<file path="src/rrmn_pkg.sv">
// Constants for the ring replicated memory node
package rrmn_pkg;
   // ----------------------------------------
   // Strap vector layout (fitted strap reads 0)
   // ----------------------------------------
   localparam int STRAP_W = 27;
   localparam int ST_NODE_LO = 0;
   localparam int ST_UPEN = 8;
   localparam int ST_UP_LO = 9;
   localparam int ST_WIN_LO = 17;
   localparam int ST_AM_LO = 23;
   localparam int ST_RATE = 25;
   localparam int ST_ERRIRQ = 26;
   // ----------------------------------------
   // Address fields
   // ----------------------------------------
   localparam int UP_HI = 31;
   localparam int UP_LO = 24;
   localparam int WIN_HI = 23;
   localparam int WIN_LO = 18;
   localparam int OFF_HI = 17;
   localparam int OFF_LO = 2;
   localparam int OFF_W = 16;
   // ----------------------------------------
   // Address modifier codes
   // ----------------------------------------
   localparam logic [5:0] AM_SUP_STD = 6'h3D;
   localparam logic [5:0] AM_USR_STD = 6'h39;
   localparam logic [5:0] AM_SUP_EXT = 6'h0D;
   localparam logic [5:0] AM_USR_EXT = 6'h09;
   // ----------------------------------------
   // Queue entry {status, tag, offset, data}
   // ----------------------------------------
   localparam int ENTRY_W = 57;
   localparam int EN_STAT = 56;
   localparam int EN_TAG_LO = 48;
   localparam int EN_OFF_LO = 32;
   localparam int RX_DEPTH = 8;
   localparam int RX_AW = 3;
   localparam int TX_DEPTH = 16;
   localparam int TX_AW = 4;
   localparam logic [RX_AW:0] RX_HALF = 4'h4;
   localparam logic [TX_AW:0] TX_HALF = 5'h08;
   // ----------------------------------------
   // Status byte
   // ----------------------------------------
   localparam int SB_LED = 7;
   localparam int SB_RXHALF_N = 6;
   localparam int SB_TXHALF_N = 5;
   localparam int SB_TXEMPTY_N = 4;
   localparam int SB_BAD = 3;
   localparam int SB_OWN = 2;
   localparam int SB_MASK = 1;
   localparam int SB_FAST = 0;
   localparam logic LED_RESET = 1'b1;
   typedef enum logic [0:0] {
      ARB_IDLE = 1'b0,
      ARB_HREAD = 1'b1
   } rrmn_arb_t;
endpackage

</file>
<file path="src/rrmn_node.sv">
// Ring replicated memory node: straps, host port, RAM arbiter and link
`timescale 1ns/1ps

// ----------------------------------------
// Flip-flop queue
// ----------------------------------------
module rrmn_fifo #(
   parameter int W = 8,
   parameter int AW = 3
) (
   input wire logic clk,
   input wire logic reset,
   input wire logic push,
   input wire logic [W-1:0] pushData,
   input wire logic pop,
   output logic [W-1:0] headData,
   output logic full,
   output logic empty,
   output logic [AW:0] count
);
   logic [W-1:0] mem [0:(1<<AW)-1];
   logic [AW-1:0] wrPtr;
   logic [AW-1:0] rdPtr;
   wire doPush = push & ~full;
   wire doPop = pop & ~empty;
   assign headData = mem[rdPtr];
   assign full = count == (AW+1)'(1 << AW);
   assign empty = count == '0;
   always_ff @(posedge clk) begin
      if (doPush) begin
         mem[wrPtr] <= pushData;
      end
   end
   always_ff @(posedge clk or posedge reset) begin
      if (reset) begin
         wrPtr <= '0;
         rdPtr <= '0;
         count <= '0;
      end else begin
         wrPtr <= wrPtr + AW'(doPush);
         rdPtr <= rdPtr + AW'(doPop);
         count <= count + (AW+1)'(doPush) - (AW+1)'(doPop);
      end
   end
endmodule

// Function
// [RULE1] Each node on a ring carries a unique eight-bit identifier.
// [RULE2] A write lands at the same offset from each node's megabyte base.
// [RULE3] All nodes use the same window position inside their megabyte.
// [RULE4] Upper address compare applies only with the upper enable strap fitted.
// [RULE5] Address bits 23 to 18 always match the window straps.
// [RULE6] Node identifier comes from eight straps, fitted meaning zero.
// [RULE7] Straps choose supervisory, non-privileged or both access kinds.
// [RULE8] Rate strap open sends each word once, fitted sends it twice.
// [RULE9] Redundant mode uses the first good copy, else the second.
// [RULE10] Every received word is parity checked and faults are reported.
// [RULE11] With error strap fitted, a receive error raises interrupt source zero.
// [RULE12] Status shows whether source zero came from transmit level or error.
// [RULE13] Bad-data flag sets on every transfer error regardless of strap.
// [RULE14] Transmitter feeds the next node, forming a closed one-way ring.
// [RULE15] Words carrying our own tag are dropped, not forwarded.
// [RULE16] A returning own-tag word sets the own-data flag.
// [RULE17] Status writes travel the ring but change no other status.
// [RULE18] Host measures loop latency by clearing own-data and polling.
// [RULE19] Foreign words go through receive queue into RAM and transmit queue.
// [RULE20] Host writes and link words merge in order of arrival; the code serves a pending host request ahead of link words already queued.
// [RULE21] Simultaneous requests go to the host; others wait for completion.
// [RULE22] Transmit queue passing half full raises an interrupt.
// [RULE23] Host write to a full transmit queue ends in bus error.
// [RULE24] Link RAM writes only delay the host acknowledge.
// [RULE25] Own-data flag stays set until the host writes zero.
// [RULE26] Host window writes go to RAM and queue with address, data, tag.
// [RULE27] Runs after reset with empty queues and cleared flags; the code lights the fail LED at reset (LED_RESET).
module rrmn_node (
   input wire logic clk,
   input wire logic reset,
   input wire logic [7:0] nodeIdentStraps,
   input wire logic upperAddrEnableStrap,
   input wire logic [7:0] upperAddrMatchStraps,
   input wire logic [5:0] windowAddrMatchStraps,
   input wire logic [1:0] addrModifierStraps,
   input wire logic linkRateStrap,
   input wire logic errorIrqStrap,
   input wire logic hostReq,
   input wire logic hostWrite,
   input wire logic hostStatusSel,
   input wire logic [31:0] hostAddr,
   input wire logic [5:0] hostAm,
   input wire logic [31:0] hostWrData,
   output logic hostAck,
   output logic hostBusErr,
   output logic [31:0] hostRdData,
   output logic ramWe,
   output logic [15:0] ramAddr,
   output logic [31:0] ramWrData,
   input wire logic [31:0] ramRdData,
   input wire logic rxValid,
   input wire logic rxStat,
   input wire logic [7:0] rxTag,
   input wire logic [15:0] rxOff,
   input wire logic [31:0] rxData,
   input wire logic rxCopy,
   input wire logic rxParity,
   input wire logic rxFrameErr,
   output logic txValid,
   output logic [56:0] txEntry,
   output logic txCopy,
   output logic txParity,
   input wire logic txReady,
   output logic intSrc0,
   output logic ownDataFlag,
   output logic badDataFlag,
   output logic failLed
);
   // Even parity over an entry plus its copy mark
   function automatic logic wordParity(input logic [56:0] e, input logic c);
      wordParity = ^{e, c};
   endfunction

   // ----------------------------------------
   // Strap capture
   // ----------------------------------------
   // Straps are quasi-static; accept a level once stages two and three agree
   logic [26:0] strapS1;
   logic [26:0] strapS2;
   logic [26:0] strapS3;
   logic [26:0] strap;
   wire [26:0] strapPins = {errorIrqStrap, linkRateStrap, addrModifierStraps,
      windowAddrMatchStraps, upperAddrMatchStraps, upperAddrEnableStrap, nodeIdentStraps};
   wire [26:0] strapDiff = strapS2 ^ strapS3;
   wire [26:0] next_strap = (strapS2 & ~strapDiff) | (strap & strapDiff);
   always_ff @(posedge clk or posedge reset) begin
      if (reset) begin
         strapS1 <= '0;
         strapS2 <= '0;
         strapS3 <= '0;
         strap <= '0;
      end else begin
         strapS1 <= strapPins;
         strapS2 <= strapS1;
         strapS3 <= strapS2;
         strap <= next_strap;
      end
   end
   wire [7:0] nodeId = strap[rrmn_pkg::ST_NODE_LO +: 8]; // RULE6
   wire upperEn = ~strap[rrmn_pkg::ST_UPEN];
   wire [7:0] upperMatch = strap[rrmn_pkg::ST_UP_LO +: 8];
   wire [5:0] winMatch = strap[rrmn_pkg::ST_WIN_LO +: 6];
   wire [1:0] amSel = strap[rrmn_pkg::ST_AM_LO +: 2];
   wire redundant = ~strap[rrmn_pkg::ST_RATE];
   wire errIrqOn = ~strap[rrmn_pkg::ST_ERRIRQ];

   // ----------------------------------------
   // Host request capture and decode
   // ----------------------------------------
   logic hostPend;
   logic hWr;
   logic hStat;
   logic [31:0] hAddr;
   logic [5:0] hAm;
   logic [31:0] hData;
   rrmn_pkg::rrmn_arb_t arbState;
   wire upperOk = ~upperEn
      | (hAddr[rrmn_pkg::UP_HI:rrmn_pkg::UP_LO] == upperMatch); // RULE4
   wire winOk = hAddr[rrmn_pkg::WIN_HI:rrmn_pkg::WIN_LO] == winMatch; // RULE5
   wire supAm = (hAm == rrmn_pkg::AM_SUP_STD) | (hAm == rrmn_pkg::AM_SUP_EXT);
   wire usrAm = (hAm == rrmn_pkg::AM_USR_STD) | (hAm == rrmn_pkg::AM_USR_EXT);
   wire amOk = (supAm & ~amSel[0]) | (usrAm & ~amSel[1]); // RULE7
   wire hostHit = upperOk & winOk & amOk;
   wire [15:0] hOff = hAddr[rrmn_pkg::OFF_HI:rrmn_pkg::OFF_LO]; // RULE2

   // ----------------------------------------
   // Queues
   // ----------------------------------------
   logic rxPush;
   logic servLink;
   logic [56:0] rxHead;
   logic rxFull;
   logic rxEmpty;
   logic [3:0] rxCount;
   logic txPush;
   logic [56:0] txPushData;
   logic txPop;
   logic [56:0] txHead;
   logic txFull;
   logic txEmpty;
   logic [4:0] txCount;
   rrmn_fifo #(.W(rrmn_pkg::ENTRY_W), .AW(rrmn_pkg::RX_AW)) rxQueue (
      .clk(clk),
      .reset(reset),
      .push(rxPush),
      .pushData({rxStat, rxTag, rxOff, rxData}),
      .pop(servLink),
      .headData(rxHead),
      .full(rxFull),
      .empty(rxEmpty),
      .count(rxCount)
   );
   rrmn_fifo #(.W(rrmn_pkg::ENTRY_W), .AW(rrmn_pkg::TX_AW)) txQueue (
      .clk(clk),
      .reset(reset),
      .push(txPush),
      .pushData(txPushData),
      .pop(txPop),
      .headData(txHead),
      .full(txFull),
      .empty(txEmpty),
      .count(txCount)
   );

   // ----------------------------------------
   // RAM and transmit queue arbiter
   // ----------------------------------------
   wire servHost = (arbState == rrmn_pkg::ARB_IDLE) & hostPend;
   wire hostTarget = hStat | hostHit;
   wire hostWrOk = servHost & hWr & hostTarget & ~txFull;
   wire hostBerr = servHost & hWr & hostTarget & txFull; // RULE23
   wire hostRdStat = servHost & ~hWr & hStat;
   wire hostRdRam = servHost & ~hWr & ~hStat & hostHit;
   // Host wins a tie; the link only starts from idle with no host pending
   assign servLink = (arbState == rrmn_pkg::ARB_IDLE) & ~hostPend
      & ~rxEmpty & ~txFull; // RULE21 RULE20
   assign txPush = hostWrOk | servLink; // RULE19
   assign txPushData = servLink ? rxHead
      : {hStat, nodeId, hOff, hData}; // RULE26 RULE17
   wire next_ramWe = (hostWrOk & ~hStat)
      | (servLink & ~rxHead[rrmn_pkg::EN_STAT]); // RULE17 RULE19
   wire [15:0] next_ramAddr = servLink ? rxHead[rrmn_pkg::EN_OFF_LO +: 16] : hOff;
   wire [31:0] next_ramWrData = servLink ? rxHead[31:0] : hData;

   // ----------------------------------------
   // Receive check
   // ----------------------------------------
   logic firstGood;
   wire rxErr = rxValid & ((wordParity({rxStat, rxTag, rxOff, rxData}, rxCopy)
      != rxParity) | rxFrameErr); // RULE10
   wire rxGood = rxValid & ~rxErr;
   wire rxUse = rxGood & (~redundant | ~rxCopy | ~firstGood); // RULE9
   wire ownHit = rxUse & (rxTag == nodeId); // RULE15
   assign rxPush = rxUse & ~ownHit & ~rxFull;
   wire rxLost = rxUse & ~ownHit & rxFull;
   wire next_firstGood = (rxValid & redundant & ~rxCopy) ? rxGood : firstGood;

   // ----------------------------------------
   // Status flags
   // ----------------------------------------
   wire statWr = hostWrOk & hStat;
   wire next_own = ownHit
      | (ownDataFlag & ~(statWr & ~hData[rrmn_pkg::SB_OWN])); // RULE16 RULE25
   wire next_bad = rxErr | rxLost
      | (badDataFlag & ~(statWr & ~hData[rrmn_pkg::SB_BAD])); // RULE13
   wire next_led = statWr ? hData[rrmn_pkg::SB_LED] : failLed;
   wire txOverHalf = txCount > rrmn_pkg::TX_HALF;
   logic txOverHalfQ;
   wire next_int = (rxErr & errIrqOn) | (txOverHalf & ~txOverHalfQ); // RULE11 RULE22
   wire [7:0] statusByte;
   assign statusByte[rrmn_pkg::SB_LED] = failLed;
   assign statusByte[rrmn_pkg::SB_RXHALF_N] = rxCount < rrmn_pkg::RX_HALF;
   assign statusByte[rrmn_pkg::SB_TXHALF_N] = ~txOverHalf; // RULE12
   assign statusByte[rrmn_pkg::SB_TXEMPTY_N] = ~txEmpty;
   assign statusByte[rrmn_pkg::SB_BAD] = badDataFlag; // RULE12
   assign statusByte[rrmn_pkg::SB_OWN] = ownDataFlag;
   assign statusByte[rrmn_pkg::SB_MASK] = ~errIrqOn;
   assign statusByte[rrmn_pkg::SB_FAST] = ~redundant;

   // ----------------------------------------
   // Transmitter toward the next node
   // ----------------------------------------
   wire txShake = txValid & txReady;
   wire txRepeat = txShake & redundant & ~txCopy; // RULE8
   assign txPop = (~txValid | (txShake & ~txRepeat)) & ~txEmpty; // RULE14
   wire next_txValid = txPop | txRepeat | (txValid & ~txShake);
   wire [56:0] next_txEntry = txPop ? txHead : txEntry;
   wire next_txCopy = txRepeat | (txCopy & ~txShake);
   wire next_txParity = wordParity(next_txEntry, next_txCopy);

   // ----------------------------------------
   // Registers
   // ----------------------------------------
   always_ff @(posedge clk or posedge reset) begin
      if (reset) begin
         hostPend <= 1'b0;
         hWr <= 1'b0;
         hStat <= 1'b0;
         hAddr <= 32'h00000000;
         hAm <= 6'h00;
         hData <= 32'h00000000;
      end else begin
         if (hostReq & ~hostPend) begin
            hWr <= hostWrite;
            hStat <= hostStatusSel;
            hAddr <= hostAddr;
            hAm <= hostAm;
            hData <= hostWrData;
         end
         hostPend <= hostReq | (hostPend & ~servHost);
      end
   end

   always_ff @(posedge clk or posedge reset) begin
      if (reset) begin
         arbState <= rrmn_pkg::ARB_IDLE;
      end else begin
         case (arbState)
            rrmn_pkg::ARB_IDLE: arbState <= hostRdRam ? rrmn_pkg::ARB_HREAD
               : rrmn_pkg::ARB_IDLE;
            rrmn_pkg::ARB_HREAD: arbState <= rrmn_pkg::ARB_IDLE;
            default: arbState <= rrmn_pkg::ARB_IDLE;
         endcase
      end
   end

   always_ff @(posedge clk or posedge reset) begin
      if (reset) begin
         hostAck <= 1'b0;
         hostBusErr <= 1'b0;
         hostRdData <= 32'h00000000;
         ramWe <= 1'b0;
         ramAddr <= 16'h0000;
         ramWrData <= 32'h00000000;
      end else begin
         hostAck <= hostWrOk | hostRdStat | (arbState == rrmn_pkg::ARB_HREAD); // RULE24
         hostBusErr <= hostBerr; // RULE23
         if (hostRdStat) begin
            hostRdData <= {24'h000000, statusByte};
         end else if (arbState == rrmn_pkg::ARB_HREAD) begin
            hostRdData <= ramRdData;
         end
         ramWe <= next_ramWe;
         if (next_ramWe | hostRdRam) begin
            ramAddr <= next_ramAddr;
            ramWrData <= next_ramWrData;
         end
      end
   end

   always_ff @(posedge clk or posedge reset) begin
      if (reset) begin // RULE27
         firstGood <= 1'b0;
         ownDataFlag <= 1'b0;
         badDataFlag <= 1'b0;
         failLed <= rrmn_pkg::LED_RESET;
         txOverHalfQ <= 1'b0;
         intSrc0 <= 1'b0;
         txValid <= 1'b0;
         txEntry <= '0;
         txCopy <= 1'b0;
         txParity <= 1'b0;
      end else begin
         firstGood <= next_firstGood;
         ownDataFlag <= next_own;
         badDataFlag <= next_bad;
         failLed <= next_led;
         txOverHalfQ <= txOverHalf;
         intSrc0 <= next_int;
         txValid <= next_txValid;
         txEntry <= next_txEntry;
         txCopy <= next_txCopy;
         txParity <= next_txParity;
      end
   end

   // ----------------------------------------
   // Checks
   // ----------------------------------------
   chk_own_set: assert property (@(posedge clk) disable iff (reset) // RULE16
      ownHit |=> ownDataFlag) else $error("own-data flag not set");
   chk_own_drop: assert property (@(posedge clk) disable iff (reset) // RULE15
      ownHit |-> !rxPush) else $error("own word forwarded");
   chk_own_sticky: assert property (@(posedge clk) disable iff (reset) // RULE25
      ownDataFlag && !statWr |=> ownDataFlag) else $error("own-data flag lost");
   chk_bad_flag: assert property (@(posedge clk) disable iff (reset) // RULE13
      rxErr |=> badDataFlag) else $error("bad-data flag not set");
   chk_err_irq: assert property (@(posedge clk) disable iff (reset) // RULE11
      rxErr |=> intSrc0 == errIrqOn || $past(txOverHalf && !txOverHalfQ))
      else $error("error interrupt wrong");
   chk_full_berr: assert property (@(posedge clk) disable iff (reset) // RULE23
      servHost && hWr && hostTarget && txFull |=> hostBusErr && !hostAck && !ramWe)
      else $error("full queue write not refused");
   chk_host_first: assert property (@(posedge clk) disable iff (reset) // RULE21
      hostPend && arbState == rrmn_pkg::ARB_IDLE |-> !servLink)
      else $error("link beat host");
   chk_host_write: assert property (@(posedge clk) disable iff (reset) // RULE26
      hostWrOk && !hStat |=> ramWe && ramAddr == $past(hOff) && txCount != 5'h00)
      else $error("host write not stored");
   chk_stat_ring: assert property (@(posedge clk) disable iff (reset) // RULE17
      servLink && rxHead[rrmn_pkg::EN_STAT] |=> !ramWe && $stable(badDataFlag)
      || $past(rxErr || rxLost)) else $error("foreign status write applied");
   chk_send_twice: assert property (@(posedge clk) disable iff (reset) // RULE8
      txShake && !txCopy |=> (txValid && txCopy && $stable(txEntry)) == redundant)
      else $error("repeat count wrong");
   chk_second_skip: assert property (@(posedge clk) disable iff (reset) // RULE9
      redundant && rxValid && rxCopy && firstGood |-> !rxPush)
      else $error("second copy used");
endmodule

</file>
<file path="config.mk">
export PLATFORM = sky130hd
export DESIGN_NAME = rrmn_node
export DESIGN_NICKNAME = d
export VERILOG_FILES = /design/src/rrmn_pkg.sv /design/src/rrmn_node.sv
export SDC_FILE = /design/constraint.sdc
export NUM_CORES = 2
export LEC_CHECK = 0
export ABC_CLOCK_PERIOD_IN_PS = 13400
export BUFFER_PORTS_ARGS = -buffer_cell sky130_fd_sc_hd__clkbuf_2
export CORE_AREA = 2 2 333 335
export DETAILED_ROUTE_END_ITERATION = 16
export DIE_AREA = 0 0 335 337
export PLACE_DENSITY = 0.77
export SYNTH_ARGS = -nofsm -noshare
export SYNTH_HDL_FRONTEND = slang
export SYNTH_SLANG_ARGS = --single-unit
</file>
<file path="constraint.sdc">
create_clock -name clk -period 13.4 [get_ports clk]
set_input_delay 0.67 -clock clk [delete_from_list [all_inputs] [get_ports clk]]
set_output_delay 0.67 -clock clk [all_outputs]
set_load 0.01 [all_outputs]
</file>
### Word-level counts from Yosys, hierarchy flattened

Memories as Yosys holds them, arrays and structs flattened.
Index checks and enable logic that the tools add are counted.

* add/sub/neg operators: 8
* order comparisons: 2
* eq/ne operators: 10
* muxes and demuxes: 12
* bitwise logic cells: 102
* reductions and logical operators: 5

Operators with widths (number)
* 58-bit parity: 2
* 57-bit two-way mux: 2
* 32-bit two-way mux: 3
* 27-bit bitwise AND: 2
* 1-bit bitwise AND: 47
* 1-bit NOT: 28
* 27-bit NOT: 1
* 27-bit bitwise OR: 1
* 27-bit bitwise XOR: 1
* 1-bit bitwise OR: 22
* 8-bit equality test: 2
* 16-bit two-way mux: 1
* 4-bit by 1-bit adder with 4-bit output: 3
* 6-bit by 4-bit equality test with 1-bit output (second input constant): 2
* 6-bit equality test (second input constant): 2
* 3-bit by 1-bit adder with 3-bit output: 2
* 6-bit equality test: 1
* 5-bit by 1-bit adder with 5-bit output: 1
* 5-bit equality test (second input constant): 1
* 5-bit by 4-bit > comparator with 1-bit output (second input constant): 1
* 5-bit zero test: 1
* 1-bit two-way mux: 5
* 5-bit by 1-bit subtractor with 5-bit output: 1
* 4-bit equality test (second input constant): 1
* 6 further kinds: 6

* register bits after elaboration: 354
* memory bits (writable): 1368
* input bits: 196
* output and inout port bits: 147
* word-level logic and storage cells: 174
* memories kept: 2

Memory list
* txQueue.mem: words 16, width 57, rd ports 1, clocked after Yosys merged registers in 0, write ports 1, line rrmn_node.sv:21 `logic [W-1:0] mem [0:(1<<AW)-1];`
* rxQueue.mem: words 8, width 57, rd ports 1, clocked after Yosys merged registers in 0, write ports 1, line rrmn_node.sv:21

### Longest topological paths before layout

* depth after elaboration: 14
* depth in mapped cells: 18
* mapped depth without buffers: 15

### By module

Synthesis repeated with hierarchy kept, for this count alone.

* cell total of the unflattened synthesis: 3239
* area, all modules: 66223.5 µm²

By module, submodules not included
* rrmn_fifo at txQueue: instances 1, cells an instance 1467, area each 34760.8 µm², sequential area each 27711.6 µm²
* rrmn_fifo at rxQueue: instances 1, cells an instance 711, area each 17645.7 µm², sequential area each 13943.4 µm²
* rrmn_node: instances 1, cells an instance 1061, area each 13817.0 µm², sequential area each 8234.1 µm²

### Least setup slack after synthesis

Ideal clock, no wire load.

* path kind: input -> register
* from: in rxOff[9]
* to: mem rxQueue.mem[1][0] (netlist bit), enable pin
* library setup time: 542 ps
* data arrival time: 6471 ps
* data required time: 12858 ps
* slack: 6387 ps
* cell stages on the path: 9
* path buffers: 0
* cells stage by stage: xnor3_1 > xnor3_1 > xnor2_1 > xnor3_1 > xnor3_1 > nor2_1 > nand4b_1 > or2_2 > nor3_1

* cells in the longest elaborated chain, start to end: 14

Ends and longest elaborated chain
* from (decl): line rrmn_node.sv:101 `input wire logic [15:0] rxOff,`
* 58-bit parity *: line rrmn_node.sv:118 `wordParity = ^{e, c};`
* 1-bit != test *: line rrmn_node.sv:237 `!= rxParity) | rxFrameErr);`
* 1-bit bitwise OR *: line rrmn_node.sv:237
* 1-bit bitwise AND *: line rrmn_node.sv:236 `wire rxErr = rxValid & ((wordParity({rxStat, rxTag, rxOff, rxData}, rxCopy)`
* 1-bit NOT *: line rrmn_node.sv:238 `wire rxGood = rxValid & ~rxErr;`
* 1-bit bitwise AND *: line rrmn_node.sv:238
* 1-bit bitwise AND *: line rrmn_node.sv:239 `wire rxUse = rxGood & (~redundant | ~rxCopy | ~firstGood);`
* 1-bit bitwise AND: line rrmn_node.sv:240 `wire ownHit = rxUse & (rxTag == nodeId);`
* 1-bit NOT: line rrmn_node.sv:241 `assign rxPush = rxUse & ~ownHit & ~rxFull;`
* 1-bit bitwise AND * (2 in a row): line rrmn_node.sv:241
* 1-bit bitwise AND *: line rrmn_node.sv:24 `wire doPush = push & ~full;`
* 1-bit two-way mux *: line rrmn_node.sv:30 `if (doPush) begin`
* 1-bit two-way mux (implied by the code) *: line rrmn_node.sv:31 `mem[wrPtr] <= pushData;`
* to (decl): line rrmn_node.sv:21

Mark *: on every way between the ends. The rest lies on a longest branch, timed or not.

### Worst setup path in the final report

* from: reg txQueue.rdPtr[0]
* to: reg txParity

* cells in the longest elaborated chain, start to end: 3

Ends and longest elaborated chain
* from (decl): line rrmn_node.sv:23 `logic [AW-1:0] rdPtr;`
* from (signal assigned): line rrmn_node.sv:41 `rdPtr <= rdPtr + AW'(doPop);`
* memory 16 x 57 bit
* 57-bit two-way mux: line rrmn_node.sv:274 `wire [56:0] next_txEntry = txPop ? txHead : txEntry;`
* via next_txEntry[12]: line rrmn_node.sv:274
* 58-bit parity: line rrmn_node.sv:118
* via next_txParity: line rrmn_node.sv:276 `wire next_txParity = wordParity(next_txEntry, next_txCopy);`
* to (signal assigned): line rrmn_node.sv:360 `txParity <= next_txParity;`
* to (decl): line rrmn_node.sv:109 `output logic txParity,`

The timed path passes the listed nets, and every way through them passes these cells.
A chain may end at the register's enable or synchronous reset.

==> run_results.csv <==
group,metric,value,unit
cts,tritoncts_clock_tree,"done",
cts,num_cts_buffers,162,
sta,tns,0,ps
detailed_routing,vias_per_cell,6.45,
die,floorplan.core_area,110000,µm²
synthesis,synth.largest_area_cell,"edfxtp_1",
synthesis,synth.area.top_cells,"edfxtp_1 (62%), dfrtp_1 (13%), mux4_2 (9.4%)",
setup_path,endpoint,"txParity",
sta,min_period,5520,ps
pwr,power.density_cell_area,236,nW/µm²
synthesis,average_size_of_a_mapped_cell,21.3,µm²
cts,cts.clk_slew.worst_paths,60,ps
setup_path,r2r.worst_path.cells,9,
setup_path,crit_required,14020,ps
pwr,vdd.ir_drop.worst,0.329,mV
synthesis,syn_area,66200,µm²
sta,timing_max_transition_violations_final,0,
die,start_util,60.4,%
synthesis,synth_seq_cells,1720,
sta,worstMarginPinSlew,1440,ps
synthesis,synth_commonest_cells,"edfxtp_1 (1368), dfrtp_1 (351), mux4_2 (275)",
die,chipWidth,335,µm
synthesis,yosys.area.top_type_share,62.0,%
cts,post_cts.repair.setup_buffers,0,
synthesis,top_count_cell_post_synth,"edfxtp_1",
grt,grt_start_max_net_pins,170,
cts,cts_root_buf,"clkbuf_16",
die,floorplan.rows,122,
sta,final.hold.worst_slack,4.48,ps
detailed_routing,ant_nets,0,
setup_path,endpoint_kind,"register",
pwr,design_power_total,17.7,mW
outcome,status,"finished, final reports clean",
die,die_y,337,µm
detailed_routing,remaining_drc_errors,0,
placement,io_port_bufs,340,
synthesis,synth-warning-count,0,
placement,placed_cell_area,69400,µm²
layout,finalNonFillerCells,5123,
cts,post_cts.resized_instances,0,
sta,fmax,0.181,GHz
pwr,leakagePower,26.5,nW
layout,num-nets-final,3781,
min_path,min_path_type,"input port to async pin",
cts,clock_latency,770,ps
grt,track_usage,27.4,%
run,maxCapViolations,0,
layout,synthToLayoutAreaGrowth,13.2,%
synthesis,synthesis.instances,3116,
sta,slew_headroom,3.67,%
layout,post_route_cells_drive_above_1_share,31.8,%
setup_path,path_class,"register to register",
detailed_routing,routed_wire_length_per_instance,29.8,µm
setup_path,worst_r2r_setup_slack,7880,ps
detailed_routing,totalWireLength,153000,µm
die,die_area,113000,µm²
layout,final_core_util,68.4,%
setup_path,worstSetupStartpoint,"txQueue.rdPtr[0]",
synthesis,syn_nets,3337,
setup_path,timing.rr.end,"txParity",
cts,clock_sinks,1720,
sta,timing.final.ws_setup,7880,ps
sta,final.period_utilization,41.2,%
placement,worst_slack_at_placement,7960,ps
detailed_routing,detail_route.first_pass.iterations,7,
synthesis,synth_top_flop_cell,"edfxtp_1",
placement,dp_hpwl,86800,µm
placement,routabilityCongestion,0.795,
sta,report.final.setup_viol,0,
synthesis,synth_async_sr_flop_share,20.5,%
grt,via_count_of_the_first_global_routing_pass,34310,
cts,maximum_root_to_sink_buffer_count,3,
cts,cts_htree_levels,4,
setup_path,start_kind,"register",
detailed_routing,vias,33053,
sta,setup_repair_after_global_routing_missed_its_margin,"no",
grt,globalRoute.totalOverflow,0,
cts,hold_buffers,20,
sta,fin_skew,28.3,ps
setup_path,worst_path_arrival_time,6140,ps
synthesis,synthDistinctLibCells,55,
grt,grt_antenna_before_repair,12,
layout,layout.cell_area.non_filler,75000,µm²
synthesis,synth-edff-count,1368,
setup_path,r2r_path_start,"txQueue.rdPtr[0]",
grt,first_pass_grt_wire_length,224000,µm
setup_path,critical_path.max_fanout,124,
detailed_routing,drt_iter0_markers,4005,
placement,dpl.cell_count,4798,
die,io_pins,343,
sta,finalHoldViolations,0,
synthesis,synth_sequential_area_ratio,75.3,%
[flip-flops by register name, summed over array words and instances (netlist names), 16 cells and up, named ones only]
signal and count:
hAddr 30, hData 32, hostRdData 32, ramAddr 16
ramWrData 32, rxQueue.mem 456, strapS1 27, strapS2 27
strapS3 27, txEntry 57, txQueue.mem 912
[power by group]
group | total, mW | switching (mW) | leakage [nW] | internal, mW
Clock | 4.52 | 1.90 | 2.58 | 2.61
Sequential | 7.52 | 0.507 | 16.5 | 7.02
Combinational | 5.62 | 3.07 | 7.33 | 2.55
Total | 17.7 | 5.48 | 26.5 | 12.2
[cell usage in the layout, fill, tap and decap left out, types with 46 or more instances in the layout]
cell | synthesis | routed
xnor2_1 | 67 | 67
mux4_1 | 67 | 67
mux2_2 | 171 | 171
dfrtp_1 | 351 | 344
mux4_2 | 275 | 275
clkbuf_16 | 0 | 168
nand2_1 | 109 | 107
clkbuf_2 | 0 | 340
o22ai_1 | 81 | 81
edfxtp_1 | 1368 | 1368
buf_4 | 5 | 72
o21ai_1 | 3 | 46
mux2i_1 | 82 | 82
[routing by layer]
layer | up-vias | routed length, µm | track usage (%) | share of wire (%)
met4 | 6 | 4050 | 8.55 | 2.7
met2 | 1689 | 78400 | 46.2 | 51
met5 | - | 34 | 0 | 0.022
met1 | 17571 | 57500 | 37.4 | 38
met3 | 262 | 12800 | 4.57 | 8.4
li1 | 13525 | - | - | -
[worst max-delay path, stage by stage, from the launching register on]
cell,delay [ps]
dfrtp_4,1090
buf_12,660
mux4_1,690
a22o_1,270
a221oi_1,450
o21ai_1,180
xnor3_1,410
xnor3_2,470
xnor3_1,380
xnor3_1,460
[layout make-up]
class	instances	area, µm²
clock buffer	221	4560
multi-input combinational	1216	15400
antenna	6	15.0
fill	6498	34600
timing repair buffer	436	2510
clock inverter	74	683
inverter	24	100
tap	1426	1780
sequential	1720	49900
[worst min path at each step]
stage / from / to / slack [ps] / depth (start not counted)
global route: upperAddrMatchStraps[0] / strapS1[9] / 20 / 1
CTS: windowAddrMatchStraps[0] / strapS1[17] / 10 / 1
global placement: strapS1[10] / strapS2[10] / 330 / 0
finish: reset / txEntry[33] / 4 / 2
floorplan: strapS1[0] / strapS2[0] / 330 / 0
detailed placement: strapS1[24] / strapS2[24] / 330 / 0
[cells by family after synthesis]
| family | count (synthesis) | share of synthesized area (%) |
|---|---|---|
| buffers and inverters | 180 | 1.79 |
| xor gates and xnor gates | 128 | 2.15 |
| AOI/OAI and AO/OA | 235 | 2.33 |
| adders and majority gates | 52 | 0.903 |
| and+or+nand+nor | 206 | 1.35 |
| muxes | 595 | 16.2 |
| DFF | 1720 | 75.3 |
(Power assumes the default switching activity.)
